--- src/rtl/gdio_pkg.sv ---
// package: register indices, widths and reset values of the general i/o port
`default_nettype none
package gdio_pkg;
    localparam int GDIO_WIDTH = 8;
    localparam int GDIO_ADDR_W = 2;
    localparam logic [1:0] GDIO_IDX_PIN_INPUT = 2'h0;
    localparam logic [1:0] GDIO_IDX_DIRECTION = 2'h1;
    localparam logic [1:0] GDIO_IDX_OUT_LATCH = 2'h2;
    localparam logic [7:0] GDIO_RST_OUT_LATCH = 8'h00;
    localparam logic [7:0] GDIO_RST_DIRECTION = 8'h00;
    localparam logic [7:0] GDIO_RST_SAMPLE = 8'h00;
    localparam logic [7:0] GDIO_UNMAPPED_READ = 8'h00;
    // synchroniser delay from a posedge-timed pin change to the sample bit
    localparam int GDIO_SYNC_CYCLES = 1;
endpackage
`default_nettype wire

--- src/rtl/gdio_sync_if.sv ---
// interface: pin levels in, synchronised samples out, between port and syncer
`default_nettype none
interface gdio_sync_if #(parameter int W = 8);
    logic [W-1:0] pin_level;
    logic [W-1:0] sample;
    logic ce;
    modport port (output pin_level, output ce, input sample);
    modport sync (input pin_level, input ce, output sample);
endinterface
`default_nettype wire

--- src/rtl/gdio_port.sv ---
// general digital i/o port: latch, direction, pin sample, pull-up control
//
// Operation
// - direction one drives, zero makes input
// - input with latch one enables pull-up
// - reset tri-states all pins without clock
// - output pin drives the latch value
// - writing one to pin input toggles latch
// - three locations: latch, direction, pin input
// - pin input read-only; latch, direction read-write
// - global pull-up off suppresses every pull-up
// - pin level readable in any direction
// - input passes falling-edge flop then rising-edge flop synchroniser
// - external change seen after half to 1.5 periods
// - written level sampled one period after pin
// - single-bit set/clear leaves other bits alone
// - alternate pins leave other pins as gpio
`default_nettype none
module gdio_port
    import gdio_pkg::*;
#(
    parameter int W = GDIO_WIDTH,
    parameter int IW = $clog2(GDIO_WIDTH)
) (
    input wire logic clk_sys_i,
    input wire logic rst_i,
    input wire logic ce_i,
    input wire logic [GDIO_ADDR_W-1:0] io_addr_i,
    input wire logic io_wr_i,
    input wire logic io_rd_i,
    input wire logic [W-1:0] io_wdata_i,
    input wire logic bit_set_instr_i,
    input wire logic bit_clear_instr_i,
    input wire logic [IW-1:0] bit_idx_i,
    input wire logic global_pullup_off_i,
    input wire logic [W-1:0] alt_en_i,
    input wire logic [W-1:0] alt_dir_i,
    input wire logic [W-1:0] alt_out_i,
    input wire logic [W-1:0] pin_in_i,
    output logic [W-1:0] pin_out_o,
    output logic [W-1:0] pin_oe_n_o,
    output logic [W-1:0] pullup_en_o,
    output logic [W-1:0] io_rdata_o
);
    logic [W-1:0] output_latch_reg;
    logic [W-1:0] direction_reg;
    logic [W-1:0] next_latch;
    logic [W-1:0] next_dir;
    logic [W-1:0] next_rdata;
    logic [W-1:0] next_out;
    logic [W-1:0] next_oe_n;
    logic [W-1:0] next_pullup;
    logic [W-1:0] bit_mask;
    logic [W-1:0] pin_sample_bit;

    gdio_sync_if #(.W(W)) sif ();

    assign sif.pin_level = pin_in_i;
    assign sif.ce = ce_i;
    assign pin_sample_bit = sif.sample;

    gdio_pin_sync #(.W(W)) u_sync (
        .clk_sys_i(clk_sys_i),
        .rst_i(rst_i),
        .sif(sif)
    );

    assign bit_mask = {{(W-1){1'b0}}, 1'b1} << bit_idx_i;

    // register writes and single-bit operations
    always_comb begin
        next_latch = output_latch_reg;
        next_dir = direction_reg;
        if (io_wr_i) begin
            if (io_addr_i == GDIO_IDX_OUT_LATCH) begin
                next_latch = io_wdata_i;
            end else if (io_addr_i == GDIO_IDX_DIRECTION) begin
                next_dir = io_wdata_i;
            end else if (io_addr_i == GDIO_IDX_PIN_INPUT) begin
                // ones toggle, zeros leave the latch as it is
                next_latch = output_latch_reg ^ io_wdata_i;
            end
        end else if (bit_set_instr_i) begin
            // only the addressed bit moves
            if (io_addr_i == GDIO_IDX_OUT_LATCH) begin
                next_latch = output_latch_reg | bit_mask;
            end else if (io_addr_i == GDIO_IDX_DIRECTION) begin
                next_dir = direction_reg | bit_mask;
            end else if (io_addr_i == GDIO_IDX_PIN_INPUT) begin
                next_latch = output_latch_reg ^ bit_mask;
            end
        end else if (bit_clear_instr_i) begin
            if (io_addr_i == GDIO_IDX_OUT_LATCH) begin
                next_latch = output_latch_reg & ~bit_mask;
            end else if (io_addr_i == GDIO_IDX_DIRECTION) begin
                next_dir = direction_reg & ~bit_mask;
            end
        end
    end

    always_ff @(posedge clk_sys_i) begin
        if (rst_i) begin
            output_latch_reg <= GDIO_RST_OUT_LATCH;
            direction_reg <= GDIO_RST_DIRECTION;
        end else if (ce_i) begin
            output_latch_reg <= next_latch;
            direction_reg <= next_dir;
        end
    end

    // read data; pin input shows the synchronised level
    always_comb begin
        next_rdata = io_rdata_o;
        if (io_rd_i) begin
            if (io_addr_i == GDIO_IDX_OUT_LATCH) begin
                next_rdata = output_latch_reg;
            end else if (io_addr_i == GDIO_IDX_DIRECTION) begin
                next_rdata = direction_reg;
            end else if (io_addr_i == GDIO_IDX_PIN_INPUT) begin
                next_rdata = pin_sample_bit;
            end else begin
                next_rdata = GDIO_UNMAPPED_READ;
            end
        end
    end

    always_ff @(posedge clk_sys_i) begin
        if (rst_i) begin
            io_rdata_o <= GDIO_UNMAPPED_READ;
        end else if (ce_i) begin
            io_rdata_o <= next_rdata;
        end
    end

    // pin drive; alternate pins take their own controls, others stay gpio
    always_comb begin
        for (int i = 0; i < W; i++) begin
            if (alt_en_i[i]) begin
                next_oe_n[i] = ~alt_dir_i[i];
                next_out[i] = alt_out_i[i];
                next_pullup[i] = 1'b0;
            end else begin
                next_oe_n[i] = ~direction_reg[i];
                next_out[i] = output_latch_reg[i];
                // pull-up only on inputs with latch one
                next_pullup[i] = ~direction_reg[i] & output_latch_reg[i]
                    & ~global_pullup_off_i;
            end
        end
    end

    // reset releases the pins at once, clock or not
    always_ff @(posedge clk_sys_i or posedge rst_i) begin
        if (rst_i) begin
            pin_oe_n_o <= '1;
            pin_out_o <= '0;
            pullup_en_o <= '0;
        end else if (ce_i) begin
            pin_oe_n_o <= next_oe_n;
            pin_out_o <= next_out;
            pullup_en_o <= next_pullup;
        end
    end
endmodule
`default_nettype wire

--- src/rtl/gdio_pin_sync.sv ---
// per-pin input synchroniser: falling-edge catch then rising-edge sample bit
`default_nettype none
module gdio_pin_sync
    import gdio_pkg::*;
#(
    parameter int W = GDIO_WIDTH
) (
    input wire logic clk_sys_i,
    input wire logic rst_i,
    gdio_sync_if.sync sif
);
    logic [W-1:0] catch_q;
    logic [W-1:0] sample_q;
    logic [W-1:0] next_catch;
    logic [W-1:0] next_sample;

    genvar g;
    generate
        for (g = 0; g < W; g++) begin : g_bit
            // the catch stage takes the pin at the falling edge while ce is high
            always_comb begin
                next_catch[g] = sif.ce ? sif.pin_level[g] : catch_q[g];
                next_sample[g] = sif.ce ? catch_q[g] : sample_q[g];
            end
        end
    endgenerate

    // holds on the falling edge, like the transparent-high latch
    always_ff @(negedge clk_sys_i) begin
        if (rst_i) begin
            catch_q <= GDIO_RST_SAMPLE;
        end else begin
            catch_q <= next_catch;
        end
    end

    // loaded into the sample bit at the next rising edge
    always_ff @(posedge clk_sys_i) begin
        if (rst_i) begin
            sample_q <= GDIO_RST_SAMPLE;
        end else begin
            sample_q <= next_sample;
        end
    end

    assign sif.sample = sample_q;
endmodule
`default_nettype wire

--- config.mk ---
export PLATFORM = sky130hd
export DESIGN_NAME = gdio_port
export DESIGN_NICKNAME = d
export VERILOG_FILES = /design/src/rtl/gdio_pkg.sv /design/src/rtl/gdio_sync_if.sv /design/src/rtl/gdio_port.sv /design/src/rtl/gdio_pin_sync.sv
export SDC_FILE = /design/constraint.sdc
export NUM_CORES = 1
export LEC_CHECK = 0
export CORE_MARGIN = 8
export CORE_UTILIZATION = 57
export CTS_CLUSTER_SIZE = 10
export DETAILED_ROUTE_END_ITERATION = 16
export DONT_BUFFER_PORTS = 1
export HOLD_SLACK_MARGIN = 0.05
export PLACE_DENSITY = 0.75
export SLEW_MARGIN = 20
export SYNTH_ARGS = -nofsm -noshare
export SYNTH_HDL_FRONTEND = slang
export SYNTH_SLANG_ARGS = --single-unit
--- constraint.sdc ---
create_clock -name clk_sys_i -period 1.3 [get_ports clk_sys_i]
set_input_delay 0.13 -clock clk_sys_i [delete_from_list [all_inputs] [get_ports clk_sys_i]]
set_output_delay 0.13 -clock clk_sys_i [all_outputs]
set_load 0.1 [all_outputs]
==> metrics <==
Pleak between 1.5 and 2 nW; first-pass GRT wire length 16700 microns; share of cells above drive strength 1 24.1%; Tightest Pin Transition 0.635 ns; arrival time at the worst endpoint ~1.6 ns; Routed WL between 10000 and 15000 microns; Worst Path Required ~1.5 ns; number of global-route vias before repair around 3300; largest net degree at the start of global routing 59; fin worst setup slack -0.0201 ns; critical path startpoint u_sync.catch_q[4]$_SDFFE_NP0P_; Std-Cell Rows 28; vias per cell just over 6; worst setup path category flip-flop to flip-flop; CTS tree yes; worst vdd ir about 0.96 mV; final setup fails 1; pre-CTS setup slack around 0.0085 ns; worst skew pair latency a little under 0.4 ns; initial DRC count around 390; Slew HR between 50% and 60%; die height 94.9 microns; maximum number of buffers from clock root to sink 2; Initial Utilization between 50 and 60%; Max Slew Vio Count 0; drt wl/cell 20.3 microns; pwr dens 1220 nW/um^2; Worst Hold Class primary input to flip-flop; most frequent cells in the layout 46 x mux2i_1, 41 x buf_4, 39 x nor2_1; postcts setup bufs 0; r2r endpoint u_sync.sif.sample[4]$_SDFFE_PP0P_; Inserted Clock Buffers 9; synthesized flop and latch total 64; drt pass-1 iters 5; reg-to-reg setup timing slack -0.02 ns; H-tree depth 3; via total after detailed routing 3234; Worst-path clk slew about 0.07 ns; # IOs 85; CP endpoint kind flip-flop; Final HPWL DP roughly 7500 microns; CP Launch Type flip-flop; # diodes 0; Final Skew approximately 0.040 ns; violated checks negative hold slack, negative setup slack; syn_area_per_cell about 9.1 sq um; RSZ-0062 raised after global routing true; sequential area share after synthesis between 30% and 40%; # hold bufs at CTS 22; worst hold margin -0.166 ns; R2R Path Start u_sync.catch_q[4]$_SDFFE_NP0P_; maxcap violations 0; DRC Markers 0; Syn Inst Count just under 400; commonest non-fill, non-tap cell in the layout mux2i_1; worst setup path end u_sync.sif.sample[4]$_SDFFE_PP0P_; syn nets approximately 460; Root Driver clkbuf_8; Die W between 90 and 100 microns; hold violation total from the final report 43; GP Congestion roughly 0.95; initial antenna violation count 0; area of the core 5960 sq um; Reg2Reg Depth 2; synth-to-layout area growth 24.3%; final antenna-violating net count 0; grt total ovfl 0; Die ar. between 9000 and 10000 sq um; status finished with violations; port bufs 0; layout net count 520; Yosys cell types 38; YS warnings 0; gr usage total between 20% and 30%; Post-Syn Area around 3500 sq um; power after layout about 5.4 mW; Worst Path Max Fanout 2; TritonCTS Sinks 64
==> worst min path at each step <==
| stage | startpoint | to | slack, ns | depth (start not counted) |
|---|---|---|---|---|
| 2_1_floorplan | alt_en_i[0] | pullup_en_o[0]$_DFFE_PP0P_ | 0.23 | 1 |
| 3_3_place_gp | rst_i | pin_out_o[6]$_DFFE_PP0P_ | 0.07 | 1 |
| 3_5_place_dp | rst_i | pin_out_o[6]$_DFFE_PP0P_ | 0.08 | 1 |
| 4_1_cts | rst_i | u_sync.sif.sample[6]$_SDFFE_PP0P_ | -0.17 | 1 |
| 5_1_grt | rst_i | u_sync.sif.sample[1]$_SDFFE_PP0P_ | -0.17 | 1 |
| 6_report | rst_i | u_sync.sif.sample[6]$_SDFFE_PP0P_ | -0.17 | 1 |
==> cells in the mapped netlist <==
cell | count | area [sq um]
a21boi_0 | 5 | 37.5
a21boi_1 | 3 | 22.5
a21oi_1 | 22 | 110
a21oi_4 | 1 | 16.3
a22oi_1 | 6 | 45.0
a31oi_1 | 10 | 62.6
a32oi_1 | 2 | 17.5
and2_1 | 1 | 6.26
and3b_2 | 1 | 10.0
buf_1 | 1 | 3.75
buf_2 | 13 | 65.1
buf_4 | 2 | 15.0
buf_6 | 5 | 56.3
clkbuf_1 | 6 | 22.5
clkbuf_2 | 1 | 5.00
dfrtp_1 | 16 | 400
dfstp_2 | 8 | 210
dfxtp_1 | 40 | 801
ha_1 | 16 | 200
inv_1 | 24 | 90.1
mux2_2 | 9 | 101
mux2i_1 | 46 | 460
nand2_1 | 27 | 101
nand2b_1 | 7 | 43.8
nand3_1 | 9 | 45.0
nor2_1 | 40 | 150
nor2_4 | 1 | 11.3
nor2b_1 | 4 | 25.0
nor3_1 | 8 | 40.0
nor4_1 | 1 | 6.26
o21ai_0 | 12 | 60.1
o21ai_1 | 20 | 100
o221ai_1 | 8 | 70.1
o22ai_1 | 7 | 43.8
o31a_2 | 1 | 10.0
o31ai_1 | 6 | 45.0
o31ai_4 | 1 | 21.3
o41ai_1 | 2 | 17.5
==> logic make-up after synthesis <==
logic type	synth area share [%]
AND/OR/NAND/NOR	12.4
adder cells (fa/ha/maj)	5.64
flip-flops	39.8
AO/OA/AOI/OAI	19.1
buffers and inverters	7.26
multiplexers	15.8
==> timing repair <==
action,CTS,global route
hold endpoints to repair,62,43
pin swaps,0,10
endpoints found under the setup margin,1,22
resized for setup,1,22
==> layout make-up <==
cell class | instances | area (sq um)
multi-input combinational | 276 | 1910
fill | 450 | 1540
sequential | 64 | 1430
timing repair buffer | 69 | 672
clock buffer | 10 | 128
clock inverter | 14 | 96.3
tap | 75 | 93.8
inverter | 23 | 86.3
==> routing by layer <==
layer  track usage [%]  routed length [microns]  vias to the layer above  share of wire [%]
li1                  -                        -                     1512                  -
met4              15.7                      419                        0                3.9
met1              27.9                     4190                     1518                 39
met5                 0                        0                        -                  0
met3              6.11                      966                       35                8.9
met2              39.2                     5230                      169                 48
==> where the power goes <==
part	internal [mW]	total (mW)	switching (mW)
Sequential	2.12	2.21	0.0883
Combinational	0.461	1.37	0.913
Clock	0.919	1.79	0.875
==> worst max-delay path, cell delays in order, from the launching register on <==
cell     delay [ns]
dfxtp_2        0.31
mux2i_1        0.16
nor2_1         0.05
==> through the flow <==
step / cells / TNS [ns] / hold WS (ns) / instance area, sq um / utilization [%]
6_report: 531 / -0.0201 / -0.166 / 4410 / 74.1
5_1_grt: 531 / -0.189 / -0.170 / 4410 / 74.1
4_1_cts: 534 / -0.0222 / -0.165 / 4410 / 74.0
3_5_place_dp: 489 / 0 / 0.0766 / 3960 / 66.6
3_3_place_gp: 489 / 0 / 0.0680 / 3960 / 66.6
2_1_floorplan: 392 / -0.387 / 0.230 / 3600 / -
No activity file was read; power rests on OpenSTA's default activity.
